### config.mk
export PLATFORM = sky130hd
export DESIGN_NAME = ldo_control_fault_logic
export DESIGN_NICKNAME = d
export VERILOG_FILES = /design/src/ldo_pkg.sv /design/src/ldo_overload_timer.sv /design/src/ldo_control_fault_logic.sv
export SDC_FILE = /design/constraint.sdc
export NUM_CORES = 1
export LEC_CHECK = 0
export CAP_MARGIN = 20
export CORE_MARGIN = 2
export CORE_UTILIZATION = 64
export CTS_CLUSTER_SIZE = 14
export DETAILED_ROUTE_END_ITERATION = 8
export DONT_BUFFER_PORTS = 1
export GPL_TIMING_DRIVEN = 0
export PLACE_DENSITY = 0.8
export REMOVE_ABC_BUFFERS = 1
export SLEW_MARGIN = 20
export SYNTH_ARGS = -nofsm -noshare
export SYNTH_HDL_FRONTEND = slang
export SYNTH_SLANG_ARGS = --single-unit
### constraint.sdc
create_clock -name clock -period 2.5 [get_ports clock]
set_input_delay 0.5 -clock clock [delete_from_list [all_inputs] [get_ports clock]]
set_output_delay 0.5 -clock clock [all_outputs]
set_load 0.02 [all_outputs]
### src/ldo_pkg.sv
// Shared constants for the six-regulator control and fault logic.
// Assumes a single 200 MHz clock; voltages are carried in millivolts.
package ldo_pkg;
    // ---------------------------------------------------------------
    // Sizes and timing
    // ---------------------------------------------------------------
    localparam int NUM_REG = 6;             // Regulators handled
    localparam int CLK_MHZ = 200;           // Clock rate
    localparam int OVERLOAD_US = 8000;      // Overload limit, 8.0 ms
    // Longest time rounds down to whole cycles
    localparam int OVERLOAD_CYC = OVERLOAD_US * CLK_MHZ;
    localparam int TMR_W = 21;              // Counter width for OVERLOAD_CYC
    // ---------------------------------------------------------------
    // Regulator index map
    // ---------------------------------------------------------------
    localparam int IDX_REG1 = 0;
    localparam int IDX_REG2 = 1;
    localparam int IDX_REG3 = 2;
    localparam int IDX_REG4 = 3;
    localparam int IDX_THREE_VOLT = 4;      // three_volt_rail
    localparam int IDX_SD_CARD = 5;         // sd_card_rail
    // ---------------------------------------------------------------
    // Voltage decode constants (mV)
    // ---------------------------------------------------------------
    localparam logic [11:0] MV_HIGH_BASE = 12'h708;  // 1800 mV
    localparam logic [11:0] MV_HIGH_STEP = 12'h064;  // 100 mV
    localparam logic [11:0] MV_LOW_BASE = 12'h320;   // 800 mV
    localparam logic [11:0] MV_LOW_STEP = 12'h032;   // 50 mV
    localparam logic [11:0] MV_2850 = 12'hB22;
    localparam logic [11:0] MV_3000 = 12'hBB8;
    localparam logic [11:0] MV_3150 = 12'hC4E;
    localparam logic [11:0] MV_3300 = 12'hCE4;
    localparam logic [11:0] MV_1800 = 12'h708;
    localparam logic [11:0] MV_1850 = 12'h73A;
    // ---------------------------------------------------------------
    // Reset values
    // ---------------------------------------------------------------
    localparam logic [5:0] ENABLE_RST = 6'h00;
    localparam logic [5:0] FAULT_RST = 6'h00;
    localparam logic PROTECT_RST = 1'b0;
endpackage

### src/ldo_overload_timer.sv
// Overload duration timer for one regulator.
// Assumes current_limit is already synchronised to clock.
`timescale 1ns/1ps
module ldo_overload_timer
    import ldo_pkg::*;
#(
    parameter int LIMIT_CYC = OVERLOAD_CYC
)
(
    input wire logic clock,
    input wire logic rst,
    input wire logic current_limit,   // Regulator is in current limit
    input wire logic running,         // Regulator output is on
    output logic expired              // High once the limit is exceeded
);
    // ---------------------------------------------------------------
    // Counter
    // ---------------------------------------------------------------
    logic [TMR_W-1:0] count_r; // Cycles of continuous overload

    // Restart on clear
    // Count only while the overload persists; any gap restarts at zero.
    always_ff @(posedge clock)
    begin
        if (rst || !current_limit || !running)
        begin
            count_r <= '0;
        end
        else if (count_r != TMR_W'(LIMIT_CYC))
        begin
            count_r <= count_r + 1'b1;
        end
    end

    // Longer than limit
    // Stays high while the overload outlasts the limit, so setting the
    // protect enable during a long overload still shuts the output down.
    assign expired = current_limit && running
        && (count_r >= TMR_W'(LIMIT_CYC - 1));
endmodule

### src/ldo_control_fault_logic.sv
// Control, voltage decode and overload fault logic for six regulators.
// Assumes control bits come from a host-side register file on the same
// clock; current-limit and standby inputs come from analog/pins.
//
// What this block does
// - Overloaded regulator limits current, not voltage
// - Protect enabled: overload past 8 ms disables
// - Shutdown clears enable and raises fault
// - Mask bit hides fault from host
// - Protection enable resets cleared
// - Fault raised on overload regardless of protect
// - Power-up loads voltage codes from OTP
// - First regulator: 1.80 V plus 0.10 V
// - Second regulator: 0.80 V plus 0.05 V
// - Third, fourth: 1.80 V plus 0.10 V
// - Three-volt rail: 2.85/3.00/3.15/3.30 V
// - SD rail range select picks 1.8 V table
// - Enable and standby settings apply immediately
// - Output on when enabled, unless standby-off
// - Disabled regulator gets pull-down discharge
`timescale 1ns/1ps
module ldo_control_fault_logic
    import ldo_pkg::*;
#(
    parameter int N = NUM_REG,
    parameter int LIMIT_CYC = OVERLOAD_CYC
)
(
    input wire logic clock,
    input wire logic rst,
    input wire logic power_up_load,
    input wire logic [23:0] otp_regulator_voltage_cfg,
    input wire logic sd_card_rail_range_select,
    input wire logic short_circuit_protect_enable_wr,
    input wire logic short_circuit_protect_enable_in,
    input wire logic [N-1:0] enable_set,
    input wire logic [N-1:0] enable_clear,
    input wire logic [N-1:0] regulator_standby_off_bit,
    input wire logic code_write,
    input wire logic [23:0] code_in,
    input wire logic [N-1:0] regulator_fault_mask,
    input wire logic [N-1:0] fault_clear,
    input wire logic standby_pin,
    input wire logic [N-1:0] current_limit_pin,
    output logic short_circuit_protect_enable,
    output logic [N-1:0] regulator_enable_bit,
    output logic [23:0] regulator_control_reg,
    output logic [N-1:0] regulator_output,
    output logic [N-1:0] pull_down_on,
    output logic [N-1:0] current_regulate,
    output logic [N-1:0] fault_status,
    output logic [N-1:0] regulator_fault_irq,
    output logic fault_any,
    output logic [71:0] set_point_mv
);
    // ---------------------------------------------------------------
    // Input synchronisers
    // ---------------------------------------------------------------
    logic [N-1:0] limit_meta_r; // First stage, read only by second
    logic [N-1:0] limit_sync_r; // Usable current-limit level
    logic standby_meta_r;       // First stage of standby event
    logic standby_sync_r;       // Usable standby level
    logic [N-1:0] expired;      // Per-regulator overload timeout

    // Pins are asynchronous to clock, so two stages each
    always_ff @(posedge clock)
    begin
        if (rst)
        begin
            limit_meta_r <= '0;
            limit_sync_r <= '0;
            standby_meta_r <= 1'b0;
            standby_sync_r <= 1'b0;
        end
        else
        begin
            limit_meta_r <= current_limit_pin;
            limit_sync_r <= limit_meta_r;
            standby_meta_r <= standby_pin;
            standby_sync_r <= standby_meta_r;
        end
    end

    // ---------------------------------------------------------------
    // Protection enable
    // ---------------------------------------------------------------
    // Cleared at reset
    always_ff @(posedge clock)
    begin
        if (rst)
        begin
            short_circuit_protect_enable <= PROTECT_RST;
        end
        else if (short_circuit_protect_enable_wr)
        begin
            short_circuit_protect_enable <= short_circuit_protect_enable_in;
        end
    end

    // ---------------------------------------------------------------
    // Voltage codes
    // ---------------------------------------------------------------
    // Layout: four 4-bit codes in [15:0], then two 2-bit codes; rest unused
    // OTP copy at power-up
    always_ff @(posedge clock)
    begin
        if (rst)
        begin
            regulator_control_reg <= 24'h000000;
        end
        else if (power_up_load)
        begin
            // OTP copy takes priority over a host write in the same cycle
            regulator_control_reg <= {4'h0, otp_regulator_voltage_cfg[19:0]};
        end
        else if (code_write)
        begin
            regulator_control_reg <= {4'h0, code_in[19:0]};
        end
    end

    // ---------------------------------------------------------------
    // Enables and overload shutdown
    // ---------------------------------------------------------------
    // Immediate enable
    // Shutdown clears enable
    // Shutdown beats a host enable arriving in the same cycle.
    always_ff @(posedge clock)
    begin
        if (rst)
        begin
            regulator_enable_bit <= ENABLE_RST;
        end
        else
        begin
            regulator_enable_bit <= (regulator_enable_bit | enable_set)
                & ~enable_clear
                & ~(expired & {N{short_circuit_protect_enable}});
        end
    end

    // ---------------------------------------------------------------
    // Fault latch
    // ---------------------------------------------------------------
    // Fault on overload
    // Latched until cleared
    // Hardware set wins over a host clear in the same cycle.
    always_ff @(posedge clock)
    begin
        if (rst)
        begin
            fault_status <= FAULT_RST;
        end
        else
        begin
            fault_status <= (fault_status & ~fault_clear)
                | (limit_sync_r & regulator_output) | expired;
        end
    end

    assign regulator_fault_irq = fault_status & ~regulator_fault_mask;
    assign fault_any = |regulator_fault_irq;

    // ---------------------------------------------------------------
    // Per-regulator output control
    // ---------------------------------------------------------------
    genvar g;
    generate
        for (g = 0; g < N; g++)
        begin : gen_reg
            assign regulator_output[g] = regulator_enable_bit[g]
                && !(regulator_standby_off_bit[g] && standby_sync_r);
            assign pull_down_on[g] = !regulator_output[g];
            assign current_regulate[g] = regulator_output[g] && limit_sync_r[g];

            ldo_overload_timer #(
                .LIMIT_CYC(LIMIT_CYC)
            ) u_timer (
                .clock(clock),
                .rst(rst),
                .current_limit(limit_sync_r[g]),
                .running(regulator_output[g]),
                .expired(expired[g])
            );
        end
    endgenerate

    // ---------------------------------------------------------------
    // Set-point decode
    // ---------------------------------------------------------------
    // Linear 4-bit code to millivolts
    function automatic logic [11:0] lin_mv(
        input logic [3:0] code,
        input logic [11:0] base,
        input logic [11:0] step
    );
        logic [15:0] prod;
        prod = 16'(code) * 16'(step);
        return base + prod[11:0];
    endfunction

    // Two-bit 2.85..3.30 V table
    function automatic logic [11:0] hi_mv(input logic [1:0] code);
        logic [11:0] v;
        unique case (code)
            2'h0: v = MV_2850;
            2'h1: v = MV_3000;
            2'h2: v = MV_3150;
            2'h3: v = MV_3300;
        endcase
        return v;
    endfunction

    // Registered so the set points are clean data outputs
    always_ff @(posedge clock)
    begin
        if (rst)
        begin
            set_point_mv <= '0;
        end
        else
        begin
            set_point_mv[11:0] <= lin_mv(regulator_control_reg[3:0],
                MV_HIGH_BASE, MV_HIGH_STEP);
            set_point_mv[23:12] <= lin_mv(regulator_control_reg[7:4],
                MV_LOW_BASE, MV_LOW_STEP);
            set_point_mv[35:24] <= lin_mv(regulator_control_reg[11:8],
                MV_HIGH_BASE, MV_HIGH_STEP);
            set_point_mv[47:36] <= lin_mv(regulator_control_reg[15:12],
                MV_HIGH_BASE, MV_HIGH_STEP);
            set_point_mv[59:48] <= hi_mv(regulator_control_reg[17:16]);
            if (!sd_card_rail_range_select)
            begin
                set_point_mv[71:60] <= hi_mv(regulator_control_reg[19:18]);
            end
            else if (regulator_control_reg[19:18] == 2'h3)
            begin
                set_point_mv[71:60] <= MV_1850;
            end
            else
            begin
                set_point_mv[71:60] <= MV_1800;
            end
        end
    end
endmodule

Word level (Yosys, flattened, before mapping)

Index checks and enable logic that the tools add are counted.

Word-level logic and storage cells: 124
Flip-flop bits (word level): 245

Order comparisons: 6
Multiplexer cells: 6
$mul: 4
Bitwise operators: 13
Reduce and logical (&&, ||, !) cells: 58
Equal/unequal tests: 12
Add/subtract/negate cells: 10

Operators by type and width:

| operator                                                               | count |
|---|---|
| 21-bit by 1-bit adder with 21-bit output (second input constant)       | 6 |
| 21-bit greater-or-equal comparator (second input constant)             | 6 |
| 21-bit inequality test (second input constant)                         | 6 |
| 12-bit case mux with 4 select lines                                    | 2 |
| 20-bit two-way mux                                                     | 2 |
| 11-bit by 11-bit adder with 12-bit output (first input constant)       | 3 |
| 6-bit AND                                                              | 6 |
| 4-bit by 5-bit multiplier with 9-bit output (second input constant)    | 4 |
| 1-bit logical AND                                                      | 24 |
| 6-bit inverter                                                         | 4 |
| 1-bit logical NOT                                                      | 18 |
| 6-bit bitwise OR                                                       | 3 |
| 1-bit logical OR                                                       | 12 |
| 12-bit two-way mux                                                     | 1 |
| 10-bit by 10-bit adder with 11-bit output (first input constant)       | 1 |
| 2-bit equality test (second input constant)                            | 4 |
| 6-bit two-way mux                                                      | 1 |
| 6-bit OR reduction                                                     | 1 |
| 2-bit by 1-bit equality test with 1-bit output (second input constant) | 2 |
| 2-bit logical NOT                                                      | 2 |
| 2-bit nonzero test                                                     | 1 |

Depth between registers and ports, before layout

Gate-level depths: netlist (run 1).

Depth after elaboration: 8
Depth in mapped cells: 9
Mapped depth without buffers: 9

Hierarchy

Synthesis (run 1) repeated with hierarchy kept, for this count alone.

Cell total of the unflattened synthesis: 1316
Area, all modules: 11634.9 um^2

Modules (own cells, without submodules):

| module                  | sequential area each (um^2) | cells each | area an instance (um^2) | times used |
|---|---|---|---|---|
| ldo_overload_timer      | 420.4                       | 133        | 1121.1                  | 6 |
| ldo_control_fault_logic | 2082.0                      | 518        | 4908.5                  | 1 |

Worst setup path after synthesis (run 1)

OpenSTA, ideal clock, no wires.

Kind: register -> register
From: register regulator_control_reg[9]
To: register set_point_mv[33]
Data required time: 2.372 ns
Data arrival time: 2.023 ns
Stages on the path, launching flop included: 8
Setup time: 0.128 ns
Slack: 0.350 ns
Path through: dfxtp_1 ha_1 ha_1 fa_1 xor2_1 a41oi_1 xor2_1 nor2_1

Longest elaborated chain between the ends: 2

Ends and longest elaborated chain:

| what                                        | line                           | RTL |
|---|---|---|
| start, declared                             | ldo_control_fault_logic.sv:47  | `output logic [23:0] regulator_control_reg,` |
| start signal, assigned                      | ldo_control_fault_logic.sv:114 | `regulator_control_reg <= {4'h0, otp_regulator_voltage_cfg[19:0]};` |
| start signal, assigned                      | ldo_control_fault_logic.sv:118 | `regulator_control_reg <= {4'h0, code_in[19:0]};` |
| 4-bit by 5-bit multiplier with 9-bit output | ldo_control_fault_logic.sv:198 | `prod = 16'(code) * 16'(step);` |
| 11-bit by 11-bit adder with 12-bit output   | ldo_control_fault_logic.sv:199 | `return base + prod[11:0];` |
| end signal, assigned                        | ldo_control_fault_logic.sv:227 | `set_point_mv[35:24] <= lin_mv(regulator_control_reg[11:8],` |
| end, declared                               | ldo_control_fault_logic.sv:54  | `output logic [71:0] set_point_mv` |

No other way between the ends.
A chain may end at the register's enable or synchronous reset.

Worst setup path after layout (run 1)

From: register regulator_enable_bit[3]
To: output current_regulate[3]

Longest elaborated chain between the ends: 2

Ends and longest elaborated chain:

| what                    | line                           | RTL |
|---|---|---|
| start, declared         | ldo_control_fault_logic.sv:46  | `output logic [N-1:0] regulator_enable_bit,` |
| start signal, assigned  | ldo_control_fault_logic.sv:136 | `regulator_enable_bit <= (regulator_enable_bit \| enable_set)` |
| 1-bit logical AND       | ldo_control_fault_logic.sv:172 | `&& !(regulator_standby_off_bit[g] && standby_sync_r);` |
| via regulator_output[3] | ldo_control_fault_logic.sv:48  | `output logic [N-1:0] regulator_output,` |
| 1-bit logical AND       | ldo_control_fault_logic.sv:174 | `assign current_regulate[g] = regulator_output[g] && limit_sync_r[g];` |
| end, declared           | ldo_control_fault_logic.sv:50  | `output logic [N-1:0] current_regulate,` |

The timed path passes the listed nets, and every way through them passes these cells.

==> run metrics, run 1 <==
most common flop cell mapped by yosys dfxtp_1; setup slack after layout 112.5 ps; async set-reset flop share out of synthesis 0%; Tmin final 2387 ps; unrepaired setup endpoints after global routing no; Leak 0.004412 uW; clk_skew 11.03 ps; Avg WL per Cell 15.71 microns; die area 18640 sq um; Yosys cell types 54; CP startpoint kind register; Clock transition at path regs 60 ps; ratio of cells with drive above 1 in the final layout 4.563%; WP data arrival 1890 ps; # H-tree levels 1; initial antenna violation count 0; Synth top area share 40.96%; PwrDens 693.9 nW/um^2; Crit path largest cell delay 460 ps; crit-path cells nand2_1 -> inv_1 -> and2_1; Yosys reg bits 230; vias in the first global route 8286; TritonRoute pass-1 iters 5; Final setup viols 0; Starting Density 65.21%; Clock Latency Late Sink 510 ps; worst min path class in -> reg; die width 136.5 microns; crit path capture type output port; PortBufs 0; number of antenna diodes 0; clock buffer depth 3; Synthesis Warnings 0; library cell with the largest summed area after synthesis dfxtp_1; remaining global-route overflow 0; Finished Layout Cells 1518; Post-synth EDFFs 0; sum of buffers and inverters on the critical path 1; period utilization 95.50%; total power 8408 uW; largest net degree at the start of global routing 100; ANT nets after route 0; cts bufs inserted 25; Slowest-stage cell, CP dfxtp_1; total global-route track usage 24.72%; status completed; Final nets 1429; hold_buf cts 0; P&R area growth vs syn 7.791%; Fill cells 1336; TritonCTS clock tree yes; Vias/cell 5.974; worst slew pin tran 803.2 ps; Root Buffer clkbuf_16; WL final 23.85 mm; Largest register FFs 126; syn avg cell area 8.587 sq um; CP delay by family, top simple AND/OR/NAND/NOR gates; Max Clock Freq 418.9 MHz; io pins 226; WL met2 11.60 mm; core area 17240 sq um; DRT iter0 DRCs 496; global-route wire length before repair 38.16 mm; Top Metal Used met4; largest cells by area after synthesis dfxtp_1 41%, ha_1 6.5%, nor2_1 5.7%; Mapped Area 11240 sq um; Die Ht 136.5 microns; Hold WS 49.87 ps; Worst Path Max Fanout 5; Worst VDD drop 572.8 uV; final hold vios 0; WS Path Type reg -> out; Worst slew margin 46.38%; Routability Congestion 0.8308; Final Util 70.30%; Req. time, crit path 2000 ps; DRT met1 WL 10.14 mm; Final Slew Violations 0; Gate Count Post-Synth 1309; CTS sink count 230; remaining routing DRC violations 0; Core Rows 48; Setup Slack @ Placement -15.72 ps; post-DP HPWL 16.50 mm; number of max-cap violations 0; # placed instances 1473; met3 wire len 1.722 mm; register area share after synthesis 40.96%; DR vias 9069
-- per-layer routing --
metal  global-route usage, %  vias to the layer above
met1                   29.81                     4255
met3                   6.481                       35
met2                   43.81                      245
met4                   6.019                        0
li1                        -                     4534
met5                       0                        -
-- final cells by class --
type | instances | area (sq um) | area share [%]
well taps | 225 | 281.5 | 2.323
clock inverters | 10 | 155.1 | 1.280
multi-input cells | 970 | 6145 | 50.71
inverters | 48 | 180.2 | 1.487
flip-flops and latches | 230 | 4612 | 38.06
clock buffers | 35 | 743.2 | 6.134
-- placed cells by master (no fill, tap or decap), drive strengths merged, types with 8 or more instances in the layout --
cell / instances
o21a: 8
inv: 48
or3: 31
and2: 18
a31oi: 8
or4: 16
nand4: 51
xor2: 60
conb: 14
nor3: 33
mux2i: 23
and4: 29
o211ai: 12
o31ai: 8
nand3: 63
nor2: 171
a211oi: 8
nor2b: 41
ha: 58
nor4: 19
o21ai: 46
clkbuf: 35
dfxtp: 230
xnor2: 31
nand2: 71
a21o: 8
a21oi: 82
and3: 17
-- cells in the mapped netlist (all sizes together) (2+ instances only) --
master   count
buf         33
xor2        60
ha          58
or3         31
clkbuf      41
a2111oi      2
nand2b       6
and2        18
o21ai       46
nor4        19
o31ai        8
a41oi        7
xnor2       31
a21oi       82
nand2       71
mux2i       23
nor3        33
nor3b        5
and4        29
a21o         8
a31oi        8
nor4bb       2
a32oi        4
a211oi       8
nor2       171
o211ai      12
dfxtp      230
inv         48
and4b        2
or4         16
fa           4
nand3       63
nor2b       41
nand4       51
and3        17
o21a         8
-- final timing paths --
path                                                              from                                    end  slack (ps)  cells past startpoint
worst min register to register              limit_meta_r[0]$_SDFF_PP0_             limit_sync_r[0]$_SDFF_PP0_         440                      1
worst max-delay path                regulator_enable_bit[3]$_SDFF_PP0_                    current_regulate[3]         110                      3
worst min-delay path                                               rst  regulator_control_reg[0]$_SDFFE_PP0P_          50                      1
worst max register to register  regulator_control_reg[12]$_SDFFE_PP0P_            set_point_mv[46]$_SDFF_PP0_         150                      7
-- report_power, final --
group	switching, uW	internal [uW]	leakage [uW]
clock network	1460	2480	0.000440
logic	256	185	0.00209
registers	241	3790	0.00188
-- logic make-up (layout without fill, tap and decap cells) --
group / Yosys count / after routing / share of synthesized area, %
AO/OA/AOI/OAI: 201 / 201 / 10.73
XOR/XNOR: 91 / 91 / 7.090
adder cells (fa/ha/maj): 62 / 62 / 7.168
buffers and inverters: 122 / 93 / 4.931
flip-flops: 230 / 230 / 40.96
multiplexers: 23 / 23 / 2.048
other: 1 / 14 / 0.03336
AND/OR/NAND/NOR: 579 / 579 / 27.04
-- what timing repair did --
action / in CTS / in global routing
buffers inserted: 0 / 0
pin swaps: 0 / 0
setup endpoints to repair: 4 / 12
gates resized for setup: 1 / 9
-- through the flow --
stage | instance area (sq um) | TNS, ps
6_report | 12120 | 0
5_1_grt | 12120 | 0
4_1_cts | 12100 | 0
3_5_place_dp | 11200 | -28.67
3_3_place_gp | 11200 | -24.42
2_1_floorplan | 10920 | 0
No activity file was read; power rests on OpenSTA's default activity.
==> run 2, diff against run 1 <==
CORE_MARGIN = 3   (was 2)
clock period = 2.25 ns   (was 2.5 ns; I/O delays follow)
==> run 2 against run 1 <==
  * Global-route usage rose by 0.83 points
  * Critical path type is now reg -> reg
  * Highest routed layer unchanged
  * Clock power rose by 5%
  * Critical path depth rose by 4
  * Clock skew rose by 6.5 ps
  * Sequential share of layout area fell by 0.078 points
==> run metrics, run 2 (same netlist as run 1, synthesis figures left out) <==
Reg area 4656 sq um (+0.95%); die area 19190 sq um (+3.0%); period utilization 97.41%; switching power total 2168 uW (+11%); DR vias 9201 (+1.5%); P&R area growth vs syn 9.039%; unrepaired setup endpoints after global routing no; global-route wire length before repair 42.10 mm (+10%); number of antenna diodes 0 (unchanged); PortBufs 0 (unchanged); remaining routing DRC violations 0 (unchanged); Starting Density 66.60% (+1.4 points); CTS sink count 230 (unchanged); Clock transition at path regs 60 ps (about the same); Tmin final 2192 ps; Fill cells 1299 (-2.8%); Die Ht 138.5 microns (+1.5%); Worst VDD drop 696.8 uV (+22%); total global-route track usage 25.55% (+0.83 points); Worst Path Max Fanout 5 (unchanged); Max Clock Freq 456.3 MHz; initial antenna violation count 0 (unchanged); post-DP HPWL 17.84 mm (+8.1%); Largest register FFs 126 (unchanged); worst slew pin tran 852.2 ps (+48.94 ps); Clock Latency Late Sink 510 ps (about the same); # H-tree levels 1 (unchanged); largest net degree at the start of global routing 99 (-1.0%); status completed; crit path capture type register; sequential power share 49.1% (+1.1 points); core area 16880 sq um (-2.1%); PwrDens 744.9 nW/um^2 (+7.4%); worst min path class in -> reg; total power 9130 uW (+8.6%); ratio of cells with drive above 1 in the final layout 7.716% (+3.2 points); Core Rows 47 (-2.1%); TritonCTS clock tree yes; number of max-cap violations 0 (unchanged); # placed instances 1468 (-0.34%); CP startpoint kind register; vias in the first global route 8739 (+5.5%); Req. time, crit path 2680 ps (+680 ps); Finished Layout Cells 1516 (-0.13%); Routability Congestion 0.8689 (+4.6%); WL final 26.20 mm (+9.9%); WP data arrival 2620 ps (+730 ps); Setup Slack @ Placement -397.1 ps (-381.3 ps); io pins 226 (unchanged); Clock power frac 45.1% (-1.7 points); combinational share of power 5.8% (+0.6 points); die width 138.5 microns (+1.5%); clk_skew 17.52 ps (+6.493 ps); remaining global-route overflow 0 (unchanged); ANT nets after route 0 (unchanged); multi-input combinational cell area 6266 sq um (+2.0%); TritonRoute pass-1 iters 5 (unchanged); Sw Ratio 23.75% (+0.47 points); DRT iter0 DRCs 522 (+5.2%); Root Buffer clkbuf_16; WS Path Type reg -> reg; Vias/cell 6.069 (+1.6%); Final setup viols 0 (unchanged); Final Slew Violations 0 (unchanged); cts bufs inserted 24 (-4.0%); final hold vios 0 (unchanged); Leak 0.004406 uW (-0.13%); Final nets 1432 (+0.21%); setup slack after layout 58.23 ps (-54.30 ps); commonest cells after routing, fill and taps aside 213 x dfxtp_1, 171 x nor2_1, 82 x a21oi_1; most common cell after layout, fill and taps aside dfxtp_1; Worst slew margin 43.11% (-3.3 points); Cell Int Power 6962 uW (+7.9%); clock buffer depth 3 (unchanged); Avg WL per Cell 17.28 microns (+10%)
==> run 2: metal layers <==
layer | part of all wire [%] | up-vias | track usage (%)
li1 | - | 4541 | -
met1 | 41 | 4328 | 31.05
met2 | 49 | 288 | 44.19
met3 | 8.2 | 44 | 7.517
met4 | 2.1 | 0 | 7.280
met5 | 0 | - | 0
==> run 2: power groups by stage <==
stage	sequential (uW)	clock (uW)	combinational, uW
after floorplan	4520	0	407
after global placement	4570	0	470
after detailed placement	4570	0	487
after CTS	4490	4180	506
after global routing	4500	4360	599
final	4480	4120	531
==> run 2: path summary, 6_finish.rpt <==
kind                                                            start                                     to  slack [ps]  cells past startpoint
worst min register to register              standby_meta_r$_SDFF_PP0_              standby_sync_r$_SDFF_PP0_         440                      1
worst min-delay path                                              rst  regulator_control_reg[2]$_SDFFE_PP0P_          10                      1
worst max register to register  regulator_control_reg[0]$_SDFFE_PP0P_            set_point_mv[10]$_SDFF_PP0_          60                      7
worst max-delay path            regulator_control_reg[0]$_SDFFE_PP0P_            set_point_mv[10]$_SDFF_PP0_          60                      7
==> run 2: cell type report <==
class,count,share of cell area [%]
multi-input cells,970,51.12
flip-flops and latches,230,37.98
well taps,220,2.246
inverters,48,1.470
repair buffers,4,0.3267
clock inverters,12,1.123
clock buffers,32,5.727
==> run 2: timing repair <==
item | CTS | global route
hold buffers | 3 | 1
buffers inserted | 0 | 0
pin swaps | 0 | 3
gates cloned | 0 | 0
hold endpoints to repair | 2 | 7
setup endpoints to repair | 102 | 26
resized for setup | 33 | 34
==> run 2: worst max-delay path, cell delays in order (launching register included) <==
cell,delay [ps]
dfxtp_4,380
ha_1,300
ha_1,240
fa_2,380
a31oi_2,240
xor2_1,260
nand3_1,120
a21oi_1,190
==> run 2: stage by stage <==
stage | cell area (sq um) | setup TNS, ps | hold WS [ps] | util (%)
6_report | 12260 | 0 | 10.94 | 72.62
5_1_grt | 12260 | 0 | -0.9374 | 72.62
4_1_cts | 12140 | 0 | 0.09320 | 71.91
3_5_place_dp | 11190 | -13950 | 425.6 | 66.31
3_3_place_gp | 11190 | -19410 | 416.0 | 66.31
2_1_floorplan | 10920 | 0 | 413.8 | -
==> run 3, diff against run 2 <==
BUFFER_PORTS_ARGS = -buffer_cell sky130_fd_sc_hd__buf_2   (was not set)
CORE_UTILIZATION = 56   (was 64)
DONT_BUFFER_PORTS = not set   (was 1)
PLACE_DENSITY = 0.81   (was 0.8)
==> run 3 against run 2 <==
  * Maximum frequency rose by 1.6%
  * Non-clock buffer count rose by 202
  * Final cell count up 16%
  * Clock skew decreased by 9.0 ps
  * Clock power up 8.5%
  * Die area increased by 14%
  * Hold slack improved by 140 ps
  * Sequential power fell by 4%
  * Register-to-register slack better by 30 ps
  * Worst setup slack better by 34 ps
  * Flip-flop and latch count unchanged
  * Largest power group is now clock
==> run metrics, run 3 (same netlist as run 1, synthesis figures left out) <==
DRT iter0 DRCs 505 (-3.3%); Crit path largest cell delay 410 ps (+30 ps); Worst Path Max Fanout 5 (unchanged); commonest cells after routing, fill and taps aside 218 x dfxtp_1, 202 x buf_2, 171 x nor2_1; die width 147.7 microns (+6.6%); WP data arrival 2580 ps (-40 ps); initial antenna violation count 0 (unchanged); io pins 226 (unchanged); TritonRoute pass-1 iters 4 (-1); WL final 26.00 mm (-0.77%); number of antenna diodes 0 (unchanged); cts bufs inserted 25 (+4.2%); Die Ht 147.7 microns (+6.6%); Largest register FFs 126 (unchanged); number of max-cap violations 0 (unchanged); Slowest-stage cell, CP fa_1; Worst VDD drop 567.5 uV (-19%); P&R area growth vs syn 18.09%; Routability Congestion 0.8567 (-1.4%); remaining global-route overflow 0 (unchanged); Clock transition at path regs 60 ps (about the same); setup TNS 0 ps (unchanged); total global-route track usage 22.92% (-2.6 points); crit path capture type register; Avg WL per Cell 14.74 microns (-15%); hold_buf cts 0 (-3); DR vias 9944 (+8.1%); largest net degree at the start of global routing 73 (-26%); global-route wire length before repair 42.99 mm (+2.1%); final hold vios 0 (unchanged); worst slew pin tran 734.4 ps (-117.8 ps); Core Rows 51 (+8.5%); Hold WS 152.1 ps (+141.1 ps); post-DP HPWL 18.32 mm (+2.7%); Final Util 67.76% (-4.9 points); die area 21810 sq um (+14%); Final setup viols 0 (unchanged); Req. time, crit path 2680 ps (about the same); # H-tree levels 1 (unchanged); ratio of cells with drive above 1 in the final layout 18.21% (+10 points); period utilization 95.91% (-1.5 points); unrepaired setup endpoints after global routing yes; core area 19590 sq um (+16%); CTS sink count 230 (unchanged); WS Path Type reg -> reg; Root Buffer clkbuf_16; sum of buffers and inverters on the critical path 0 (unchanged); most common cell after layout, fill and taps aside dfxtp_1; Final nets 1635 (+14%); total power 9712 uW (+6.4%); ANT nets after route 0 (unchanged); Clock Latency Late Sink 500 ps (about the same); crit-path cells ha_1 -> ha_1 -> fa_1 -> xor2_1 -> a41oi_2 -> a21o_1 -> a21oi_1; Tmin final 2158 ps (-33.76 ps); Leak 0.005350 uW (+21%); clk_skew 8.513 ps (-9.006 ps); remaining routing DRC violations 0 (unchanged); PwrDens 731.6 nW/um^2 (-1.8%); PortBufs 203 (+203); Worst slew margin 50.92% (+7.8 points); clock buffer depth 3 (unchanged); CP delay by family, top adder cells; Final Slew Violations 0 (unchanged); Vias/cell 5.637 (-7.1%); TritonCTS clock tree yes; Starting Density 57.38% (-9.2 points); status completed; CP startpoint kind register; Max Clock Freq 463.4 MHz (+1.6%); worst min path class in -> reg; CP dominant cell by count ha_1; vias in the first global route 9417 (+7.8%)
run 3: changes by cell type in the layout (fill, tap and decap cells not counted), sizes merged:
| cell | before | now |
|---|---|---|
| buf | 0 | 206 |
| bufinv | 3 | 6 |
| clkbuf | 32 | 33 |
| dlygate4sd3 | 4 | 0 |
| clkinv | 8 | 5 |
run 3: where the power goes:
| group | switching, uW | leakage [uW] | total (uW) | internal (uW) |
|---|---|---|---|---|
| clock | 1620 | 0.000446 | 4470 | 2850 |
| combinational | 583 | 0.00303 | 939 | 356 |
| sequential | 86.5 | 0.00188 | 4300 | 4210 |
| total | 2290 | 0.00535 | 9710 | 7420 |
run 3: metal layers:
| layer | part of all wire [%] | global-route usage (%) | vias up |
|---|---|---|---|
| met4 | 2.5 | 7.269 | 0 |
| li1 | - | - | 4941 |
| met5 | 0 | 0 | - |
| met3 | 7.6 | 5.671 | 54 |
| met1 | 43 | 28.32 | 4625 |
| met2 | 47 | 39.48 | 324 |
run 3: what timing repair did:
| item | CTS | global route |
|---|---|---|
| hold endpoints to repair | 0 | 0 |
| setup buffers | 2 | 0 |
| setup endpoints to repair | 5 | 16 |
| pin swaps | 2 | 4 |
| gates resized for setup | 4 | 16 |
run 3: path summary, 6_finish.rpt:
kind / startpoint / to / slack (ps) / depth (start not counted)
max: regulator_control_reg[8]$_SDFFE_PP0P_ / set_point_mv[34]$_SDFF_PP0_ / 90 / 7
min: current_limit_pin[4] / limit_meta_r[4]$_SDFF_PP0_ / 150 / 2
max reg2reg: regulator_control_reg[8]$_SDFFE_PP0P_ / set_point_mv[34]$_SDFF_PP0_ / 90 / 7
min reg2reg: limit_meta_r[4]$_SDFF_PP0_ / limit_sync_r[4]$_SDFF_PP0_ / 440 / 1
run 3: area by class of cell:
class                      instances  area, sq um
fill                            1567         6316
clock inverter                    12        212.7
sequential                       230         4619
timing repair buffer             206         1061
clock buffer                      33        695.7
inverter                          48        180.2
multi-input combinational        970         6173
tap                              265        331.6
run 3: metrics by stage:
step	worst slack [ps]	cell area (sq um)	std cells
finish	91.99	13270	1764
CTS	0.9583	13230	1764
floorplan	111.7	10920	1248
global placement	-1538	12260	1716
detailed placement	-458.8	12290	1717
global route	-55.57	13270	1764
run 3: worst register-to-register path, cell delays in order, from the launching register on:
cell,delay (ps)
dfxtp_2,350
ha_1,300
ha_1,240
fa_1,410
xor2_1,350
a41oi_2,90
a21o_1,210
a21oi_1,140
